## src/dtr_pkg.sv

```systemverilog
// Shared constants and types for the dual timer register front end
package dtr_pkg;
    // Instance bases and the 64-byte window each instance decodes
    localparam logic [31:0] DTR_BASE_FIRST = 32'h40d00000;
    localparam logic [31:0] DTR_BASE_SECOND = 32'h40e00000;
    localparam int DTR_WIN_LSB = 6;
    localparam int DTR_INSTANCES = 2;

    // Byte offsets inside one instance window
    localparam logic [5:0] DTR_OFS_CNT1 = 6'h00;
    localparam logic [5:0] DTR_OFS_CRA = 6'h04;
    localparam logic [5:0] DTR_OFS_CRB = 6'h08;
    localparam logic [5:0] DTR_OFS_CNT2 = 6'h0c;
    localparam logic [5:0] DTR_OFS_DIV = 6'h10;
    localparam logic [5:0] DTR_OFS_CKSRC = 6'h14;
    localparam logic [5:0] DTR_OFS_MODE = 6'h18;
    localparam logic [5:0] DTR_OFS_IRQEN = 6'h1c;
    localparam logic [5:0] DTR_OFS_IRQCLR = 6'h20;
    localparam logic [5:0] DTR_OFS_LAST = DTR_OFS_IRQCLR;

    // Value registers: four 16-bit slots per instance
    localparam int DTR_VAL_W = 16;
    localparam int DTR_SLOTS = 4;
    localparam int DTR_WORDS = DTR_INSTANCES * DTR_SLOTS;
    localparam int DTR_IDX_W = 3;

    // Stored widths of the configuration registers
    localparam int DTR_DIV_W = 8;
    localparam int DTR_CKSRC_W = 6;
    localparam int DTR_MODE_W = 8;
    localparam int DTR_IRQEN_W = 8;
    localparam int DTR_IRQCLR_W = 8;
    localparam int DTR_MODE_EN_BIT = 6;
    localparam logic [7:0] DTR_CFG_RST = 8'h00;
    localparam logic [31:0] DTR_RDATA_NONE = 32'h00000000;

    // AHB-Lite encodings
    localparam logic [1:0] DTR_HTRANS_NONSEQ = 2'h2;
    localparam logic DTR_HRESP_OKAY = 1'b0;

    typedef enum logic [3:0] {
        DTR_BUS_IDLE = 4'h1,
        DTR_BUS_WRITE = 4'h2,
        DTR_BUS_RDWAIT = 4'h4,
        DTR_BUS_RDDONE = 4'h8
    } dtr_bus_state_type;
endpackage

```

## src/dtr_store_if.sv

```systemverilog
// Carrier between the bus front end and the value store
`timescale 1ns/1ps
interface dtr_store_if;
    import dtr_pkg::*;
    logic wr_en;
    logic [DTR_IDX_W-1:0] wr_idx;
    logic [DTR_VAL_W-1:0] wr_data;
    logic [DTR_WORDS-1:0] hw_we;
    logic [DTR_WORDS-1:0][DTR_VAL_W-1:0] hw_data;
    logic rd_en;
    logic [DTR_IDX_W-1:0] rd_idx;
    logic [DTR_VAL_W-1:0] rd_data;
    logic [DTR_WORDS-1:0][DTR_VAL_W-1:0] words;

    modport ctrl (
        output wr_en, wr_idx, wr_data, hw_we, hw_data, rd_en, rd_idx,
        input rd_data, words
    );
    modport store (
        input wr_en, wr_idx, wr_data, hw_we, hw_data, rd_en, rd_idx,
        output rd_data, words
    );
endinterface

```

## src/dtr_value_store.sv

```systemverilog
// Counter and capture/reload storage for both instances, registered read port
`timescale 1ns/1ps
module dtr_value_store (
    input wire logic hclk,
    input wire logic hresetn,
    dtr_store_if.store vals
);
    import dtr_pkg::*;

    // No reset on the words: contents survive reset and are random at power-up
    always_ff @(posedge hclk) begin
        for (int i = 0; i < DTR_WORDS; i++) begin
            // Software write wins over a same-cycle timer load
            if (vals.wr_en && (vals.wr_idx == DTR_IDX_W'(i))) begin
                vals.words[i] <= vals.wr_data;
            end else if (vals.hw_we[i]) begin
                vals.words[i] <= vals.hw_data[i];
            end
        end
    end

    always_ff @(posedge hclk or negedge hresetn) begin
        if (!hresetn) begin
            vals.rd_data <= '0;
        end else if (vals.rd_en) begin
            vals.rd_data <= vals.words[vals.rd_idx];
        end
    end
endmodule

```

## src/dtr_timer_regs.sv

```systemverilog
// AHB-Lite register front end of the dual 16-bit multifunction timer
//
// Functional notes
// two identical instances at two fixed bases
// nine word registers per instance, fixed order
// counter one is 16 bits, upper reserved
// counter one read returns live count
// counter one writes only while unit enabled
// capture/reload A readable at any time
// capture/reload A written only while enabled
// capture/reload B readable at any time
// capture/reload B written only while enabled
// counter two 16 bits, live read
// counter two writes only while enabled
// reset leaves counters and captures unchanged
// reserved bits read zero, writes ignored
`timescale 1ns/1ps
module dtr_timer_regs #(
    parameter logic [31:0] FIRST_BASE = dtr_pkg::DTR_BASE_FIRST,
    parameter logic [31:0] SECOND_BASE = dtr_pkg::DTR_BASE_SECOND
) (
    input wire logic hclk,
    input wire logic hresetn,
    input wire logic hsel,
    input wire logic [31:0] haddr,
    input wire logic [1:0] htrans,
    input wire logic hwrite,
    input wire logic [2:0] hsize,
    input wire logic [31:0] hwdata,
    input wire logic hready,
    output logic hreadyout,
    output logic hresp,
    output logic [31:0] hrdata,
    input wire logic [dtr_pkg::DTR_WORDS-1:0] hw_load,
    input wire logic [dtr_pkg::DTR_WORDS-1:0][dtr_pkg::DTR_VAL_W-1:0] hw_value,
    output logic [dtr_pkg::DTR_WORDS-1:0][dtr_pkg::DTR_VAL_W-1:0] value_word,
    output logic [dtr_pkg::DTR_INSTANCES-1:0] timer_unit_enable,
    output logic [dtr_pkg::DTR_INSTANCES-1:0][dtr_pkg::DTR_DIV_W-1:0] clock_divider,
    output logic [dtr_pkg::DTR_INSTANCES-1:0][dtr_pkg::DTR_CKSRC_W-1:0] clock_source_control,
    output logic [dtr_pkg::DTR_INSTANCES-1:0][dtr_pkg::DTR_MODE_W-1:0] operating_mode_control,
    output logic [dtr_pkg::DTR_INSTANCES-1:0][dtr_pkg::DTR_IRQEN_W-1:0] irq_enable_control,
    output logic [dtr_pkg::DTR_INSTANCES-1:0][dtr_pkg::DTR_IRQCLR_W-1:0] irq_flag_clear
);
    import dtr_pkg::*;

    // Address decode shared by the address phase and the checks
    function automatic logic in_window(input logic [31:0] a, input logic [31:0] base);
        in_window = (a[31:DTR_WIN_LSB] == base[31:DTR_WIN_LSB]);
    endfunction

    function automatic logic decode_hit(input logic [31:0] a);
        decode_hit = (in_window(a, FIRST_BASE) || in_window(a, SECOND_BASE))
            && (a[DTR_WIN_LSB-1:0] <= DTR_OFS_LAST) && (a[1:0] == 2'h0);
    endfunction

    function automatic logic is_value_slot(input logic [5:0] ofs);
        is_value_slot = (ofs <= DTR_OFS_CNT2);
    endfunction

    function automatic logic [DTR_IDX_W-1:0] slot_index(input logic inst,
                                                       input logic [5:0] ofs);
        slot_index = {inst, ofs[3:2]};
    endfunction

    dtr_store_if vals ();

    dtr_value_store u_store (
        .hclk(hclk),
        .hresetn(hresetn),
        .vals(vals)
    );

    dtr_bus_state_type state;
    dtr_bus_state_type next_state;
    logic accept;
    logic hit_q;
    logic inst_q;
    logic [5:0] ofs_q;
    logic [31:0] cfg_rdata;
    logic store_sel;
    logic commit;

    assign accept = hsel && hready && (htrans == DTR_HTRANS_NONSEQ || htrans[1]);
    assign hresp = DTR_HRESP_OKAY;
    // Reads take one wait state so a write just before is already visible
    assign hreadyout = (state != DTR_BUS_RDWAIT);
    assign commit = (state == DTR_BUS_WRITE) && hit_q;

    always_comb begin
        next_state = state;
        case (state)
            DTR_BUS_IDLE, DTR_BUS_WRITE, DTR_BUS_RDDONE: begin
                if (accept) begin
                    next_state = hwrite ? DTR_BUS_WRITE : DTR_BUS_RDWAIT;
                end else begin
                    next_state = DTR_BUS_IDLE;
                end
            end
            DTR_BUS_RDWAIT: begin
                next_state = DTR_BUS_RDDONE;
            end
            default: begin
                next_state = DTR_BUS_IDLE;
            end
        endcase
    end

    always_ff @(posedge hclk or negedge hresetn) begin
        if (!hresetn) begin
            state <= DTR_BUS_IDLE;
        end else begin
            state <= next_state;
        end
    end

    // Address phase capture
    always_ff @(posedge hclk or negedge hresetn) begin
        if (!hresetn) begin
            hit_q <= 1'b0;
            inst_q <= 1'b0;
            ofs_q <= DTR_OFS_CNT1;
        end else if (accept) begin
            hit_q <= decode_hit(haddr);
            inst_q <= in_window(haddr, SECOND_BASE);
            ofs_q <= haddr[DTR_WIN_LSB-1:0];
        end
    end

    // Configuration registers, one set per instance
    always_ff @(posedge hclk or negedge hresetn) begin
        if (!hresetn) begin
            for (int i = 0; i < DTR_INSTANCES; i++) begin
                clock_divider[i] <= DTR_CFG_RST[DTR_DIV_W-1:0];
                clock_source_control[i] <= DTR_CFG_RST[DTR_CKSRC_W-1:0];
                operating_mode_control[i] <= DTR_CFG_RST[DTR_MODE_W-1:0];
                irq_enable_control[i] <= DTR_CFG_RST[DTR_IRQEN_W-1:0];
                irq_flag_clear[i] <= DTR_CFG_RST[DTR_IRQCLR_W-1:0];
            end
        end else if (commit) begin
            // Only the implemented low bits are stored
            case (ofs_q)
                DTR_OFS_DIV: clock_divider[inst_q] <= hwdata[DTR_DIV_W-1:0];
                DTR_OFS_CKSRC: clock_source_control[inst_q] <= hwdata[DTR_CKSRC_W-1:0];
                DTR_OFS_MODE: operating_mode_control[inst_q] <= hwdata[DTR_MODE_W-1:0];
                DTR_OFS_IRQEN: irq_enable_control[inst_q] <= hwdata[DTR_IRQEN_W-1:0];
                DTR_OFS_IRQCLR: irq_flag_clear[inst_q] <= hwdata[DTR_IRQCLR_W-1:0];
                default: begin
                end
            endcase
        end
    end

    always_comb begin
        for (int i = 0; i < DTR_INSTANCES; i++) begin
            timer_unit_enable[i] = operating_mode_control[i][DTR_MODE_EN_BIT];
        end
    end

    // Value store hookup; writes gated by the owning instance's enable
    assign vals.wr_en = commit && is_value_slot(ofs_q)
        && timer_unit_enable[inst_q];
    assign vals.wr_idx = slot_index(inst_q, ofs_q);
    assign vals.wr_data = hwdata[DTR_VAL_W-1:0];
    assign vals.hw_we = hw_load;
    assign vals.hw_data = hw_value;
    // Read path ignores the enable so captures stay readable
    assign vals.rd_en = (state == DTR_BUS_RDWAIT);
    assign vals.rd_idx = slot_index(inst_q, ofs_q);
    assign value_word = vals.words;

    always_ff @(posedge hclk or negedge hresetn) begin
        if (!hresetn) begin
            cfg_rdata <= DTR_RDATA_NONE;
            store_sel <= 1'b0;
        end else if (state == DTR_BUS_RDWAIT) begin
            store_sel <= hit_q && is_value_slot(ofs_q);
            cfg_rdata <= DTR_RDATA_NONE;
            if (hit_q) begin
                case (ofs_q)
                    DTR_OFS_DIV: cfg_rdata <= 32'(clock_divider[inst_q]);
                    DTR_OFS_CKSRC: cfg_rdata <= 32'(clock_source_control[inst_q]);
                    DTR_OFS_MODE: cfg_rdata <= 32'(operating_mode_control[inst_q]);
                    DTR_OFS_IRQEN: cfg_rdata <= 32'(irq_enable_control[inst_q]);
                    DTR_OFS_IRQCLR: cfg_rdata <= 32'(irq_flag_clear[inst_q]);
                    default: cfg_rdata <= DTR_RDATA_NONE;
                endcase
            end
        end
    end

    // Upper half of a value register always reads zero
    always_comb begin
        if (state != DTR_BUS_RDDONE) begin
            hrdata = DTR_RDATA_NONE;
        end else if (store_sel) begin
            hrdata = 32'(vals.rd_data);
        end else begin
            hrdata = cfg_rdata;
        end
    end

    // Checks
    logic [DTR_VAL_W-1:0] wr_word_now;
    logic [DTR_VAL_W-1:0] rd_word_now;
    assign wr_word_now = vals.words[vals.wr_idx];
    assign rd_word_now = vals.words[vals.rd_idx];
endmodule

```

## config.mk

```make
export PLATFORM = sky130hd
export DESIGN_NAME = dtr_timer_regs
export DESIGN_NICKNAME = d
export VERILOG_FILES = /design/src/dtr_pkg.sv /design/src/dtr_store_if.sv /design/src/dtr_value_store.sv /design/src/dtr_timer_regs.sv
export SDC_FILE = /design/constraint.sdc
export NUM_CORES = 1
export LEC_CHECK = 0
export ABC_CLOCK_PERIOD_IN_PS = 7600
export BUFFER_PORTS_ARGS = -buffer_cell sky130_fd_sc_hd__clkbuf_2
export CORE_AREA = 2 2 177 179
export DETAILED_ROUTE_END_ITERATION = 16
export DIE_AREA = 0 0 179 181
export GPL_ROUTABILITY_DRIVEN = 0
export PLACE_DENSITY_LB_ADDON = 0.12
export SYNTH_ARGS = -nofsm -noshare
export SYNTH_HDL_FRONTEND = slang
export SYNTH_HIERARCHICAL = 1
export SYNTH_SLANG_ARGS = --single-unit
```

## constraint.sdc

```tcl
create_clock -name hclk -period 7.6 [get_ports hclk]
set_input_delay 0 -clock hclk [delete_from_list [all_inputs] [get_ports hclk]]
set_output_delay 0 -clock hclk [all_outputs]
set_load 0.01 [all_outputs]
```

[Word level (Yosys, flattened, before mapping)]
Index checks and enable logic that the tools add are counted.
Storage, ports and cells
  flip-flop bits (word level): 265
Cells by class
  $lt $le $gt $ge: 5
  eq/ne operators: 21
  multiplexer cells: 46
  reduce and logical (&&, ||, !) cells: 35
Operator list (count)
  two-way mux 16 bit: 17
  two-way mux 8 bit: 10
  bitwise mux 16 bit: 4
  two-way mux 32 bit: 2
  equality test 26 x 25 -> 1 bit (second input constant): 2
  binary-select mux 16 bit (select 3 bit): 1
  case mux 8 bit (5 select lines): 1
  equality test 6 x 5 -> 1 bit (second input constant): 4
  two-way mux 6 bit: 3
  logical AND 1 bit: 17
  nonzero test 2 bit: 8
  bitwise mux 12 bit: 1
  equality test 3 bit (second input constant): 4
  AND reduction 2 bit: 5
  demux 8 bit (select 1 bit): 1
  case mux 4 bit (2 select lines): 1
  demux 6 bit (select 1 bit): 1
  equality test 3 x 2 -> 1 bit (second input constant): 2
  equality test 6 bit (second input constant): 1
  less-or-equal comparator 6 x 4 -> 1 bit (second input constant): 1
  less-or-equal comparator 6 bit (second input constant): 1
  two-way mux 3 bit: 2
  equality test 4 x 1 -> 1 bit (second input constant): 1
  equality test 4 x 2 -> 1 bit (second input constant): 1
  14 further kinds: 16

[Longest topological paths before layout]
  word-level depth: 6
  depth in mapped cells: 9
  depth with buffers taken out: 6

[Cells and area by module]
The synthesis kept the hierarchy.
Modules (own cells, without submodules)
  dtr_value_store: instances 1, cells an instance 470, area an instance 7278.2 um^2
  dtr_timer_regs: instances 1, cells an instance 379, area an instance 4767.1 um^2

[Worst setup path before layout]
OpenSTA, ideal clock, no wires.
  kind: reg2reg
  start point: register inst_q
  end point: register u_store.vals.words[32], enable pin
  arrival time: 2.109 ns
  data required time: 7.266 ns
  path slack: 5.157 ns
  stages on the path, launching flop included: 10
  buffers on the path: 4
  clock period less this slack: 2.443 ns
  path through: dfrtp_1 > buf_2 > buf_4 > mux2i_1 > nor3_1 > buf_4 > nand2b_4 > nor3b_4 > buf_6 > or2_2
On the way
  longest elaborated chain between the ends: 5
  elaborated cells on any way between the ends: 6
  classes of those cells: 1 x eq/ne; 2 x mux; 3 x reduce/logical
Ends and longest elaborated chain
  start, declared: line dtr_timer_regs.sv:77  | logic inst_q;
  start signal, assigned: line dtr_timer_regs.sv:124  | inst_q <= in_window(haddr, SECOND_BASE);
  two-way mux 1 bit (not written as such) (2 in a row): line dtr_timer_regs.sv:161  | && timer_unit_enable[inst_q];
  logical AND 1 bit: line dtr_timer_regs.sv:161
  named net vals.wr_en: line dtr_store_if.sv:5  | logic wr_en;
  logical AND 1 bit: line dtr_value_store.sv:14  | if (vals.wr_en && (vals.wr_idx == DTR_IDX_W'(i))) begin
  nonzero test 2 bit (no source line)
  end signal, assigned by index: line dtr_value_store.sv:15  | vals.words[i] <= vals.wr_data;
  end signal, assigned by index: line dtr_value_store.sv:17  | vals.words[i] <= vals.hw_data[i];
  end, declared: line dtr_store_if.sv:21  | output rd_data, words
The timed path passes the listed nets, and every way through them passes these cells. The select of a mux whose other input is x is not followed.
A chain may end at the register's enable or synchronous reset.

[Worst setup path in the final report]
  start point: register ofs_q[2]
  end point: register u_store.vals.words[25] (data pin)
On the way
  longest elaborated chain between the ends: 5
  elaborated cells on any way between the ends: 6
  classes of those cells: 1 x order compare; 1 x eq/ne; 1 x mux; 3 x reduce/logical
Ends and longest elaborated chain
  start, declared: line dtr_timer_regs.sv:78  | logic [5:0] ofs_q;
  start signal, assigned: line dtr_timer_regs.sv:125  | ofs_q <= haddr[DTR_WIN_LSB-1:0];
  less-or-equal comparator 6 x 4 -> 1 bit: line dtr_timer_regs.sv:57  | is_value_slot = (ofs <= DTR_OFS_CNT2);
  logical AND 1 bit: line dtr_timer_regs.sv:160  | assign vals.wr_en = commit && is_value_slot(ofs_q)
  logical AND 1 bit: line dtr_timer_regs.sv:161
  logical AND 1 bit *: line dtr_value_store.sv:14
  two-way mux 16 bit *: line dtr_value_store.sv:14
Mark *: on every way between the ends. The rest lies on a longest branch, timed or not.

==> run_results.csv <==
group,metric,value,unit
floorplan,die_h,181,um
worst_setup_path,arrival,3.89,ns
job,cap_viol_max_count,0,
placed_design,post-dp-hpwl,30200,um
detailed_routing,drt_iter0_drc,430,
timing,fin_crit_sh,47.6,%
hold_path,min_path_type,"in2reg",
layout,layout.nets,1650,
hold_path,holdCritStartpoint,"hwdata[10]",
floorplan,start_util,39.7,%
global_route,grt_overflow,0,
clock_tree,cts-root-buf,"clkbuf_16",
yosys,yosysSeqAreaShare,55.4,%
layout,area_growth,41.4,%
global_route,grt_first_pass_wirelength,61700,um
clock_tree,numClockSinks,241,
floorplan,coreArea,0.0303,mm^2
yosys,yosys_warnings,6,
clock_tree,cts_tree,"yes",
detailed_routing,drt_first_pass_iters,5,
floorplan,io_pins,450,
worst_setup_path,crit_fanout,36,
yosys,syn_inst,849,
detailed_routing,wl_per_cell,23.2,um
global_route,first_global_vias,10053,
clock_tree,ctsLongestPathBuffers,3,
worst_setup_path,end_kind,"flop",
timing,setup_violations,0,
global_route,antenna_found_initial,4,
clock_tree,htreeDepth,1,
timing,tns,0,ns
timing,tightest_slew,1.06,ns
placed_design,dpl_cell_area,0.0144,mm^2
yosys,ys_types,45,
worst_setup_path,required,7.87,ns
floorplan,die_area,0.0324,mm^2
yosys,ys_seq_elements,241,
clock_tree,clk_latency,0.53,ns
timing,finalHoldViolCount,0,
layout,final_area,0.0170,mm^2
detailed_routing,remaining_drc_errors,0,
layout,final_cell_mix,"clkbuf_2, mux2_2, dlygate4sd3_1, edfxtp_1, dfrtp_1",
worst_setup_path,r2r-start,"ofs_q[2]$_DFFE_PN0N_",
detailed_routing,routed_wl,43200,um
status,outcome,"finished, final reports clean",
worst_setup_path,reg2reg_depth,6,
detailed_routing,antenna_left,0,
timing,max_slew_margin,29.3,%
worst_setup_path,startpoint_type,"flop",
timing,fin_worst_skew,0.00597,ns
hold_path,hold_depth,2,
layout,final_common_cell,"clkbuf_2",
clock_tree,cts_buffers,27,
timing,layout_min_cycle_time,3.62,ns
worst_setup_path,ff2ff_setup_slack,3.98,ns
clock_tree,post_cts_resized,0,
global_route,grt_max_degree,73,
layout,drive_gt1_share,48.2,%
layout,nFillCells,2675,
hold_path,whs_endpoint,"u_store/vals.words[106]$_DFFE_PP_",
clock_tree,clkTransAtPathRegs,0.06,ns
yosys,syn_avg_cell_area,14.2,um^2
detailed_routing,vias,9589,
yosys,syn_area,0.0120,mm^2
power,p_leak,7.70,nW
floorplan,rows,64,
detailed_routing,vias_per_cell,5.16,
floorplan,chipWidth,179,um
global_route,grt_usage,25.7,%
worst_setup_path,crit_type,"reg2reg",
timing,rsz0062_at_grt,"no",
timing,clock.fmax,277,MHz
power,peakVddDrop,0.000150,V
power,power.density,191,mW/mm^2
placed_design,port_buffers,412,
timing,finalMaxSlewViolations,0,
worst_setup_path,r2r-end,"u_store/vals.words[25]$_DFFE_PP_",
==> worst max-delay path by stage <==
stage / end / cells past startpoint / slack, ns / startpoint
global route: u_store/vals.words[29]$_DFFE_PP_ / 6 / 3.87 / ofs_q[2]$_DFFE_PN0N_
floorplan: u_store/vals.words[32]$_DFFE_PP_ / 9 / 5.16 / inst_q$_DFFE_PN0N_
finish: u_store/vals.words[25]$_DFFE_PP_ / 6 / 3.98 / ofs_q[2]$_DFFE_PN0N_
CTS: u_store/vals.words[25]$_DFFE_PP_ / 6 / 3.98 / ofs_q[2]$_DFFE_PN0N_
global placement: u_store/vals.words[49]$_DFFE_PP_ / 5 / 4.20 / ofs_q[2]$_DFFE_PN0N_
detailed placement: u_store/vals.words[81]$_DFFE_PP_ / 5 / 4.20 / ofs_q[2]$_DFFE_PN0N_
==> report_power, final <==
group / internal [mW] / total [mW] / switching, mW / leakage, nW
logic: 0.235 / 0.505 / 0.270 / 4.50
registers: 1.46 / 1.51 / 0.0563 / 2.80
clock network: 0.712 / 1.23 / 0.522 / 0.394
total: 2.40 / 3.25 / 0.848 / 7.70
==> Yosys cell counts <==
cell      number  area [um^2]
nor3_1         8         40.0
nor2_4        10          113
nor3b_4        2         37.5
o21ai_0       13         65.1
and2b_1        1         7.51
nor4b_1        2         17.5
nand3b_1       2         15.0
or2_2          5         31.3
nand4_1        2         12.5
nand3_1       19         95.1
buf_2         17         85.1
nand3b_2       2         22.5
dfstp_2        1         26.3
o22ai_1       15         93.8
a21oi_1        2         10.0
a41o_1        16          160
edfxtp_1     128         3840
xor2_1         1         8.76
dfrtp_1      112         2800
buf_6          4         45.0
nand4b_2       4         60.1
conb_1         1         3.75
nor3_4         2         32.5
nand3_2        1         10.0
nor4b_4        1         23.8
nor2b_1       33          206
a211o_1       16          140
mux2i_1       93          931
and3_1         8         50.1
nand4_2        2         25.0
o31ai_1        1         7.51
nand2_2        1         6.26
or3_1          1         6.26
nor2_1        25         93.8
buf_4         29          218
xnor2_1        1         8.76
nand2b_4       1         13.8
nand2_1       15         56.3
clkbuf_1      12         45.0
mux2_2       211         2380
nand2b_1       6         37.5
nor4_1         5         31.3
inv_1          1         3.75
a22oi_1       16          120
and2_1         1         6.26
==> cell families (layout without fill, tap and decap cells) <==
family,Yosys count,count (layout),synth area share (%)
multiplexers,304,304,27.5
flip-flops,241,241,55.4
AND/OR/NAND/NOR,159,159,8.73
AO/OA/AOI/OAI,79,79,4.95
buffers and inverters,63,656,3.29
XOR/XNOR,2,2,0.145
other,1,21,0.0311
==> state kept, by name, summed over array words and instances, names as in the netlist, 8 cells and up <==
signal                  count
u_store/vals.words        128
clock_divider              16
u_store/vals.rd_data       16
operating_mode_control     16
irq_enable_control         16
irq_flag_clear             16
cfg_rdata                   8
clock_source_control       12
==> stage by stage <==
step	hold slack [ns]	setup slack, ns	power [mW]	util (%)	cells
after floorplan	-0.296	5.16	1.75	-	865
after global placement	0.0354	4.20	1.96	47.4	1625
after detailed placement	0.0376	4.20	1.97	47.4	1625
after CTS	0.000433	3.98	3.28	56.1	1854
after global routing	0.00543	3.87	3.36	56.1	1857
final	0.00920	3.98	3.25	56.1	1858
==> timing repair <==
| item | CTS | global route |
|---|---|---|
| setup buffers | 0 | 0 |
| hold buffers | 182 | 0 |
| hold endpoints to repair | 179 | 0 |
==> area by class of cell <==
type,instances,area (um^2),area share [%]
Clock inverter,9,62.6,0.367
Multi-Input combinational cell,561,5040,29.6
Timing Repair Buffer,608,3990,23.4
Antenna cell,4,10.0,0.0588
Inverter,1,3.75,0.0220
Sequential cell,241,6680,39.2
Tap cell,396,495,2.91
Clock buffer,38,748,4.39
==> routing by layer <==
metal	vias to the layer above	part of all wire, %	global-route usage (%)	wire (um)
met5	-	0	0	0
met4	0	3.4	8.26	1480
met3	69	7.1	5.32	3080
met2	373	52	46.7	22400
met1	4763	38	29.7	16200
li1	4384	-	-	-
==> critical path, cell delays in order (launching register included) <==
cell and delay (ns):
dfrtp_4 0.72, buf_4 0.54, buf_4 0.55, nor3b_4 0.26, buf_4 0.30, mux2_2 0.36, dlygate4sd3_1 0.57
Note: power is estimated with default switching activity, not from simulation.
